`src/design/link_monitor_map.svh`:
```
`ifndef LINK_MONITOR_MAP_SVH
`define LINK_MONITOR_MAP_SVH
// Register indices; byte address is four times the index
`define LQM_IDX_CONFIG    14'h0560
`define LQM_IDX_COUNTERS  14'h0561
`define LQM_IDX_TRAINING  14'h0562
`define LQM_IDX_IRQ_STAT  14'h0570
`define LQM_IDX_IRQ_CLR   14'h0571
`define LQM_IDX_IRQ_EN    14'h0572
// Reset values
`define LQM_CFG_RESET     14'h07E4
`define LQM_CNT_RESET     16'h0000
// Link-up selector codes
`define LQM_SEL_STD       2'h0
`define LQM_SEL_MONITOR   2'h1
`define LQM_SEL_SEND_DATA 2'h2
`define LQM_SEL_COMM      2'h3
// Hysteresis timer codes and times in microseconds
`define LQM_HYST_2MS      2'h0
`define LQM_HYST_500US    2'h1
`define LQM_HYST_1MS      2'h2
`define LQM_HYST_4MS      2'h3
`define LQM_T_2MS_US      2000
`define LQM_T_500US_US    500
`define LQM_T_1MS_US      1000
`define LQM_T_4MS_US      4000
`define LQM_CLK_MHZ       50
// Counter limits and bus answers
`define LQM_LOSS_MAX      6'h3F
`define LQM_FAIL_MAX      10'h3FF
`define LQM_RESP_OKAY     2'h0
`define LQM_RESP_DECERR   2'h3
`endif

```
`src/design/link_monitor_pkg.sv`:
```
`default_nettype none
package link_monitor_pkg;
   // Writable configuration fields, packed as in the config register
   typedef struct packed {
      logic       spare;      // Reserved writable bit
      logic [1:0] metric;     // Link-up selector
      logic [5:0] mask;       // Failure scenario enables
      logic [1:0] timer_sel;  // Hysteresis choice
      logic [2:0] sqi_thr;    // Bad SQI threshold
   } cfg_t;
   // Failure event pulses from the receive path
   typedef struct packed {
      logic bad_end;                    // Bad end delimiter
      logic rx_error;                   // Receive error
      logic link_dropped_event;         // Link_dropped_event
      logic bad_stream_start;           // Bad start-of-stream
      logic receive_overlength_detect;  // Receive jabber
   } fail_events_t;
   // Interrupt sources
   typedef struct packed {
      logic comm_change;  // Comm ready toggled
      logic failure;      // Failure logged
      logic loss;         // Link lost
   } irq_t;
endpackage
`default_nettype wire

```
`src/design/link_quality_monitor.sv`:
```
// Functional notes
// - Two-bit selector picks monitored link-up signal
// - Six-bit failure enable mask, resets all ones
// - Mask bit 0: log SQI worse than threshold
// - Mask bit 1: log jabber or bad start
// - Two-bit hysteresis timer for comm ready
// - SQI threshold resets four, bumps failure counter
// - Six-bit link loss counter, cleared at power-up
// - Ten-bit failure-without-loss counter, power-up clear
// - Read-only comm ready flag for upper layers
// - Read-only last link training time, resets zero
//
// Our own choice: the AXI4-Lite slave port.
`timescale 1ns/1ps
`default_nettype none
`include "link_monitor_map.svh"

module link_quality_monitor #(
   parameter int HYST_2MS_CYC   = `LQM_T_2MS_US * `LQM_CLK_MHZ,
   parameter int HYST_500US_CYC = `LQM_T_500US_US * `LQM_CLK_MHZ,
   parameter int HYST_1MS_CYC   = `LQM_T_1MS_US * `LQM_CLK_MHZ,
   parameter int HYST_4MS_CYC   = `LQM_T_4MS_US * `LQM_CLK_MHZ
) (
   input  wire logic                          clk_sys,
   input  wire logic                          rst_n,
   // AXI4-Lite slave
   input  wire logic [15:0]                   s_axi_awaddr,
   input  wire logic                          s_axi_awvalid,
   output logic                               s_axi_awready,
   input  wire logic [31:0]                   s_axi_wdata,
   input  wire logic [3:0]                    s_axi_wstrb,
   input  wire logic                          s_axi_wvalid,
   output logic                               s_axi_wready,
   output logic [1:0]                         s_axi_bresp,
   output logic                               s_axi_bvalid,
   input  wire logic                          s_axi_bready,
   input  wire logic [15:0]                   s_axi_araddr,
   input  wire logic                          s_axi_arvalid,
   output logic                               s_axi_arready,
   output logic [31:0]                        s_axi_rdata,
   output logic [1:0]                         s_axi_rresp,
   output logic                               s_axi_rvalid,
   input  wire logic                          s_axi_rready,
   // PHY status inputs
   input  wire logic                          link_up_std,
   input  wire logic                          link_monitor_status,
   input  wire logic                          phy_send_data,
   input  wire logic [2:0]                    sqi_value,
   input  wire link_monitor_pkg::fail_events_t fail_events,
   input  wire logic                          training_done,
   input  wire logic [7:0]                    training_time,
   // Status outputs
   output logic                               comm_ready,
   output logic                               irq
);

   // ----------------------------------------
   // Reset synchroniser
   // ----------------------------------------
   logic rst_meta_n;  // First stage
   logic rst_sync_n;  // Released reset

   // Async assert, two-flop release
   always_ff @(posedge clk_sys or negedge rst_n) begin
      if (!rst_n) begin
         rst_meta_n <= 1'b0;
         rst_sync_n <= 1'b0;
      end else begin
         rst_meta_n <= 1'b1;
         rst_sync_n <= rst_meta_n;
      end
   end

   // ----------------------------------------
   // State
   // ----------------------------------------
   link_monitor_pkg::cfg_t cfg_reg;        // Config fields
   logic [5:0]             loss_cnt_reg;   // Link losses
   logic [9:0]             fail_cnt_reg;   // Failures without loss
   logic [7:0]             train_reg;      // Last training time
   logic                   comm_ready_reg; // Hysteresis output
   logic [17:0]            hyst_cnt_reg;   // Hysteresis counter
   logic [17:0]            hyst_limit;     // Selected hold time
   logic                   link_sel;       // Monitored link-up
   logic                   link_prev_reg;  // Last cycle's link-up
   logic                   sqi_bad_reg;    // Last cycle's SQI state
   logic                   sqi_bad;        // SQI worse than threshold
   logic                   fail_hit;       // Enabled failure this cycle
   logic                   loss_hit;       // Link dropped this cycle
   link_monitor_pkg::irq_t irq_stat_reg;   // Sticky status
   link_monitor_pkg::irq_t irq_en_reg;     // Enables
   link_monitor_pkg::irq_t irq_set;        // Events this cycle
   logic                   wr_go;          // Write taken
   logic                   rd_go;          // Read taken
   logic [13:0]            wr_idx;         // Write index
   logic [13:0]            rd_idx;         // Read index

   // Index in range of a register
   function automatic logic is_mapped(input logic [13:0] idx);
      is_mapped = (idx == `LQM_IDX_CONFIG) || (idx == `LQM_IDX_COUNTERS) ||
                  (idx == `LQM_IDX_TRAINING) || (idx == `LQM_IDX_IRQ_STAT) ||
                  (idx == `LQM_IDX_IRQ_CLR) || (idx == `LQM_IDX_IRQ_EN);
   endfunction

   // ----------------------------------------
   // Link selection and event detection
   // ----------------------------------------
   // Monitored link-up signal
   always_comb begin
      unique case (cfg_reg.metric)
         `LQM_SEL_STD:       link_sel = link_up_std;
         `LQM_SEL_MONITOR:   link_sel = link_monitor_status;
         `LQM_SEL_SEND_DATA: link_sel = phy_send_data;
         `LQM_SEL_COMM:      link_sel = comm_ready_reg;
      endcase
   end

   assign sqi_bad  = sqi_value > cfg_reg.sqi_thr;
   assign loss_hit = link_prev_reg && !link_sel;
   // Enabled scenarios, counted only while the link holds
   assign fail_hit = link_prev_reg && link_sel &&
                     ((cfg_reg.mask[0] && sqi_bad && !sqi_bad_reg) ||
                      (cfg_reg.mask[1] && (fail_events.receive_overlength_detect ||
                                           fail_events.bad_stream_start)) ||
                      (cfg_reg.mask[2] && fail_events.link_dropped_event) ||
                      (cfg_reg.mask[3] && fail_events.rx_error) ||
                      (cfg_reg.mask[4] && fail_events.bad_end));

   // Edge history
   always_ff @(posedge clk_sys or negedge rst_sync_n) begin
      if (!rst_sync_n) begin
         link_prev_reg <= 1'b0;
         sqi_bad_reg   <= 1'b0;
      end else begin
         link_prev_reg <= link_sel;
         sqi_bad_reg   <= sqi_bad;
      end
   end

   // ----------------------------------------
   // Counters, cleared only by reset
   // ----------------------------------------
   // Link loss counter
   always_ff @(posedge clk_sys or negedge rst_sync_n) begin
      if (!rst_sync_n) begin
         loss_cnt_reg <= 6'(`LQM_CNT_RESET);
      end else if (loss_hit && loss_cnt_reg != `LQM_LOSS_MAX) begin
         loss_cnt_reg <= loss_cnt_reg + 6'h01;
      end
   end

   // Failure counter
   always_ff @(posedge clk_sys or negedge rst_sync_n) begin
      if (!rst_sync_n) begin
         fail_cnt_reg <= 10'(`LQM_CNT_RESET);
      end else if (fail_hit && fail_cnt_reg != `LQM_FAIL_MAX) begin
         fail_cnt_reg <= fail_cnt_reg + 10'h001;
      end
   end

   // Last training duration capture
   always_ff @(posedge clk_sys or negedge rst_sync_n) begin
      if (!rst_sync_n) begin
         train_reg <= 8'(`LQM_CNT_RESET);
      end else if (training_done) begin
         train_reg <= training_time;
      end
   end

   // ----------------------------------------
   // Comm ready hysteresis
   // ----------------------------------------
   // Hold time from selector
   always_comb begin
      unique case (cfg_reg.timer_sel)
         `LQM_HYST_2MS:   hyst_limit = 18'(HYST_2MS_CYC);
         `LQM_HYST_500US: hyst_limit = 18'(HYST_500US_CYC);
         `LQM_HYST_1MS:   hyst_limit = 18'(HYST_1MS_CYC);
         `LQM_HYST_4MS:   hyst_limit = 18'(HYST_4MS_CYC);
      endcase
   end

   // Rises after link stays up for the hold time, drops at once
   always_ff @(posedge clk_sys or negedge rst_sync_n) begin
      if (!rst_sync_n) begin
         hyst_cnt_reg   <= 18'h00000;
         comm_ready_reg <= 1'b0;
      end else if (!link_up_std) begin
         hyst_cnt_reg   <= 18'h00000;
         comm_ready_reg <= 1'b0;
      end else if (!comm_ready_reg) begin
         if (hyst_cnt_reg + 18'h00001 >= hyst_limit) begin
            comm_ready_reg <= 1'b1;
            hyst_cnt_reg   <= 18'h00000;
         end else begin
            hyst_cnt_reg <= hyst_cnt_reg + 18'h00001;
         end
      end
   end

   assign comm_ready = comm_ready_reg;

   // ----------------------------------------
   // Interrupts
   // ----------------------------------------
   assign irq_set.loss        = loss_hit && loss_cnt_reg != `LQM_LOSS_MAX;
   assign irq_set.failure     = fail_hit && fail_cnt_reg != `LQM_FAIL_MAX;
   assign irq_set.comm_change = link_up_std ? (!comm_ready_reg &&
                                hyst_cnt_reg + 18'h00001 >= hyst_limit) : comm_ready_reg;

   // Sticky status; set wins over clear
   always_ff @(posedge clk_sys or negedge rst_sync_n) begin
      if (!rst_sync_n) begin
         irq_stat_reg <= 3'h0;
      end else if (wr_go && wr_idx == `LQM_IDX_IRQ_CLR && s_axi_wstrb[0]) begin
         irq_stat_reg <= (irq_stat_reg & ~s_axi_wdata[2:0]) | irq_set;
      end else begin
         irq_stat_reg <= irq_stat_reg | irq_set;
      end
   end

   assign irq = |(irq_stat_reg & irq_en_reg);

   // ----------------------------------------
   // AXI4-Lite write channel
   // ----------------------------------------
   assign wr_go         = rst_sync_n && s_axi_awvalid && s_axi_wvalid && !s_axi_bvalid;
   assign s_axi_awready = wr_go;
   assign s_axi_wready  = wr_go;
   assign wr_idx        = s_axi_awaddr[15:2];

   // Config and enable registers, byte lanes honoured
   always_ff @(posedge clk_sys or negedge rst_sync_n) begin
      if (!rst_sync_n) begin
         cfg_reg    <= `LQM_CFG_RESET;
         irq_en_reg <= 3'h0;
      end else if (wr_go) begin
         if (wr_idx == `LQM_IDX_CONFIG) begin
            if (s_axi_wstrb[0]) begin
               cfg_reg[7:0] <= s_axi_wdata[7:0];
            end
            if (s_axi_wstrb[1]) begin
               cfg_reg[13:8] <= s_axi_wdata[13:8];
            end
         end else if (wr_idx == `LQM_IDX_IRQ_EN && s_axi_wstrb[0]) begin
            irq_en_reg <= s_axi_wdata[2:0];
         end
      end
   end

   // Write response
   always_ff @(posedge clk_sys or negedge rst_sync_n) begin
      if (!rst_sync_n) begin
         s_axi_bvalid <= 1'b0;
         s_axi_bresp  <= `LQM_RESP_OKAY;
      end else if (wr_go) begin
         s_axi_bvalid <= 1'b1;
         s_axi_bresp  <= is_mapped(wr_idx) ? `LQM_RESP_OKAY : `LQM_RESP_DECERR;
      end else if (s_axi_bready) begin
         s_axi_bvalid <= 1'b0;
      end
   end

   // ----------------------------------------
   // AXI4-Lite read channel
   // ----------------------------------------
   assign rd_go         = rst_sync_n && s_axi_arvalid && !s_axi_rvalid;
   assign s_axi_arready = rd_go;
   assign rd_idx        = s_axi_araddr[15:2];

   // Read data mux and response
   always_ff @(posedge clk_sys or negedge rst_sync_n) begin
      if (!rst_sync_n) begin
         s_axi_rvalid <= 1'b0;
         s_axi_rdata  <= 32'h00000000;
         s_axi_rresp  <= `LQM_RESP_OKAY;
      end else if (rd_go) begin
         s_axi_rvalid <= 1'b1;
         s_axi_rresp  <= is_mapped(rd_idx) ? `LQM_RESP_OKAY : `LQM_RESP_DECERR;
         unique case (rd_idx)
            `LQM_IDX_CONFIG:   s_axi_rdata <= {18'h00000, cfg_reg};
            `LQM_IDX_COUNTERS: s_axi_rdata <= {16'h0000, loss_cnt_reg, fail_cnt_reg};
            `LQM_IDX_TRAINING: s_axi_rdata <= {16'h0000, comm_ready_reg, 7'h00,
                                               train_reg};
            `LQM_IDX_IRQ_STAT: s_axi_rdata <= {29'h00000000, irq_stat_reg};
            `LQM_IDX_IRQ_EN:   s_axi_rdata <= {29'h00000000, irq_en_reg};
            default:           s_axi_rdata <= 32'h00000000;
         endcase
      end else if (s_axi_rready) begin
         s_axi_rvalid <= 1'b0;
      end
   end
endmodule

`default_nettype wire

```
`config.mk`:
```
export PLATFORM = sky130hd
export DESIGN_NAME = link_quality_monitor
export DESIGN_NICKNAME = d
export VERILOG_FILES = /design/src/design/link_monitor_pkg.sv /design/src/design/link_quality_monitor.sv
export VERILOG_INCLUDE_DIRS = /design/src /design/src/design
export SDC_FILE = /design/constraint.sdc
export NUM_CORES = 1
export LEC_CHECK = 0
export ABC_AREA = 1
export ABC_CLOCK_PERIOD_IN_PS = 5500
export BUFFER_PORTS_ARGS = -buffer_cell sky130_fd_sc_hd__buf_2
export CAP_MARGIN = 20
export CORE_MARGIN = 2
export CORE_UTILIZATION = 30
export CTS_BUF_LIST = sky130_fd_sc_hd__clkbuf_8
export DETAILED_ROUTE_END_ITERATION = 12
export MAX_ROUTING_LAYER = met4
export PLACE_DENSITY_LB_ADDON = 0.1
export RECOVER_POWER = 50
export SLEW_MARGIN = 20
export SYNTH_ARGS = -nofsm -noshare
export SYNTH_HDL_FRONTEND = slang
export SYNTH_SLANG_ARGS = --single-unit
```
`constraint.sdc`:
```
create_clock -name clk_sys -period 5.5 [get_ports clk_sys]
set_input_delay 0.825 -clock clk_sys [delete_from_list [all_inputs] [get_ports clk_sys]]
set_output_delay 0.825 -clock clk_sys [all_outputs]
set_load 0.05 [all_outputs]
```
==> key figures <==
GRT
  – GRT Total Usage: 16.07%
  – Largest net degree at the start of global routing: 45
  – Global-route wire length before repair: 22030 um
  – Grt total ovfl: 0
  – Number of antenna violations at the first check in global routing: 0
  – Vias in the first global route: 4226

Outcome
  – Status: finished, violations left
  – Failing checks: max-capacitance violations, max-slew violations

Clock network
  – Cts bufs inserted: 9
  – Sink Count: 87
  – Worst-skew pair later-pin latency: 0.38 ns
  – CTS tree: done
  – Cts hold-fix bufs: 0
  – Clk buf depth: 2
  – H-tree depth: 3
  – Clock-pin slew on the worst setup and hold paths: 0.09 ns
  – Post-cts resize count: 0
  – CTS Root Cell: clkbuf_8
  – Setup Fix Bufs, Post-CTS: 0

Placement
  – Hpwl dp: 10370 um
  – # port buffers: 97
  – Placed Cells: 954
  – GPL Wtd Cong: 0.8286

Routing
  – Drt via density: 4.508
  – Post-route ant nets: 0
  – WL/cell: 14.08 um
  – DR iter-0 viols: 248
  – Drt pass-1 iters: 4
  – Via count: 4373
  – Drt drc: 0
  – Final Routed Wirelength: 13660 um

Pwr
  – Pwr/cell area: 230.1 nW/um2
  – Leakage: 3.026 nW
  – VDD IR max: 0.1298 mV

Synth
  – Synth area leaders: dfrtp_1, nand2_1, inv_1, ha_1, o21ai_0
  – Sequential area share after synthesis: 42.33%
  – Avg Inst Size Synth: 7.920 um2
  – Ys async rst share: 100.0%
  – Synth Register Bits: 87
  – Synthesized cell area: 5164 um2
  – Post-synth top area cell: dfrtp_1
  – EDFF count, synth: 0
  – Synth cell types: 44
  – Yosys top cell area share: 38.77%
  – Yosys warning count: 0
  – Top-count cell post-synth: nand2_1
  – Most used DFF post-synth: dfrtp_1
  – Commonest cells post-synth: nand2_1, inv_1, dfrtp_1
  – Synthesized netlist cell count: 652

Critical path
  – Cells on worst reg2reg path: 1
  – Worst Path Max Fanout: 44
  – Critical-path cell list: nand3_1 > clkinv_1 > buf_2
  – Worst EP required: 4.68 ns
  – R2r setup slk: 2.46 ns
  – FF-to-FF End: hyst_cnt_reg[2]
  – Critical path startpoint category: flop
  – Crit path kind: flop to output pin
  – RR Startpoint: rst_sync_n
  – CP max stage delay: 0.85 ns
  – Critical path data arrival time: 2.92 ns
  – Slowest CP cell: nand3_1
  – Critical path capture point type: output pin
  – Crit path max-delay family: buffers and inverters
  – Buf/Inv on CP: 2

Finish
  – Fin cells: 970
  – ANT cells: 0
  – Nets: 864
  – Max FFs per register: 18
  – Fraction of layout cells with a size suffix above 1: 19.20%
  – Layout area overhead: 15.70%
  – # fillers: 1843

Timing
  – Worst Clk Skew: 0.01820 ns
  – Final slew viol count: 45
  – Fin. Hold Viols: 0
  – Slew HR: -61.55%
  – Period utilization: 68.04%
  – RSZ-0062 raised after global routing: false
  – Minimum clock period: 3.742 ns
  – Worst Max-Slew Pin Slew: 2.423 ns
  – Max Freq: 0.2672 GHz
  – TNS Setup: 0 ns
  – Hold_ws: 0.2241 ns
  – Setup violators final: 0

Die
  – Row count: 47
  – DIE HEIGHT: 135.2 um
  – Die Width: 135.2 um
  – Area of the core: 16700 um2
  – Die area: 18280 um2
  – Num ports: 138
  – Initial Utilization: 30.92%

Job
  – Max_cap viols: 1

Min path
  – Hold Path Class: input port to async pin
==> cell families (layout without fill, tap and decap cells) <==
group | Yosys count | count (layout) | synth area share, %
simple gates | 281 | 281 | 22.95
fa+ha+maj | 24 | 24 | 5.815
xor+xnor | 26 | 26 | 4.410
other cells | 2 | 17 | 0.1454
mux | 7 | 7 | 1.527
compound gates | 100 | 100 | 11.78
flops | 87 | 87 | 42.33
buf+inv | 125 | 208 | 11.05
==> metal layers <==
| metal | vias up | routed length (um) | GRT usage, % |
|---|---|---|---|
| met3 | 17 | 590 | 2.245 |
| met5 | - | 0 | - |
| met2 | 107 | 5908 | 23.75 |
| li1 | 2243 | - | - |
| met1 | 2006 | 6942 | 22.64 |
| met4 | 0 | 216 | 5.613 |
==> where the power goes <==
| group | internal [W] | switching [W] | total (W) |
|---|---|---|---|
| Sequential | 0.000675 | 0.0000368 | 0.000712 |
| Combinational | 0.0000558 | 0.000126 | 0.000182 |
| Clock | 0.000217 | 0.000265 | 0.000481 |
| Total | 0.000948 | 0.000427 | 0.00137 |
==> worst max-delay path by stage <==
stage,from,endpoint,slack (ns),depth (start not counted)
2_1_floorplan,rst_sync_n,s_axi_wready,1.40,3
4_1_cts,rst_sync_n,s_axi_arready,1.59,3
5_1_grt,rst_sync_n,s_axi_arready,1.40,3
3_5_place_dp,rst_sync_n,s_axi_arready,2.03,3
6_report,rst_sync_n,s_axi_arready,1.76,3
3_3_place_gp,rst_sync_n,s_axi_arready,2.08,3
==> placed cells by master (no fill, tap or decap), types with 3 or more instances in the layout <==
cell / count
o22ai_1: 9
ha_1: 24
nor3_1: 15
dfstp_2: 6
a21oi_1: 15
mux2_2: 7
inv_1: 91
xor2_1: 22
clkbuf_8: 9
o21ai_1: 6
buf_2: 94
xnor2_1: 4
nor2_1: 45
nand3_1: 27
o21ai_2: 8
nand2_1: 173
dfrtp_1: 79
o21ai_0: 50
nand2_2: 3
clkbuf_1: 4
nand4_1: 8
conb_1: 17
==> area by class of cell <==
class | count | area, um2 | share of cell area [%]
clock buffer | 9 | 123.9 | 2.073
clock inverter | 7 | 80.08 | 1.340
inverter | 93 | 349.1 | 5.843
multi-input combinational | 455 | 2464 | 41.24
sequential | 87 | 2190 | 36.65
tap | 220 | 275.3 | 4.607
timing repair buffer | 99 | 493.0 | 8.251
==> metrics by stage <==
step / util (%) / power (W) / instance area (um2) / worst slack [ns]
2_1_floorplan: - / 0.0008567 / 5220 / 1.396
3_3_place_gp: 34.60 / 0.0009047 / 5778 / 2.078
3_5_place_dp: 34.60 / 0.0009092 / 5778 / 2.029
4_1_cts: 35.82 / 0.001398 / 5982 / 1.594
5_1_grt: 35.77 / 0.001449 / 5974 / 1.404
6_report: 35.77 / 0.001375 / 5974 / 1.758
Power figures use the tool's default switching activity.
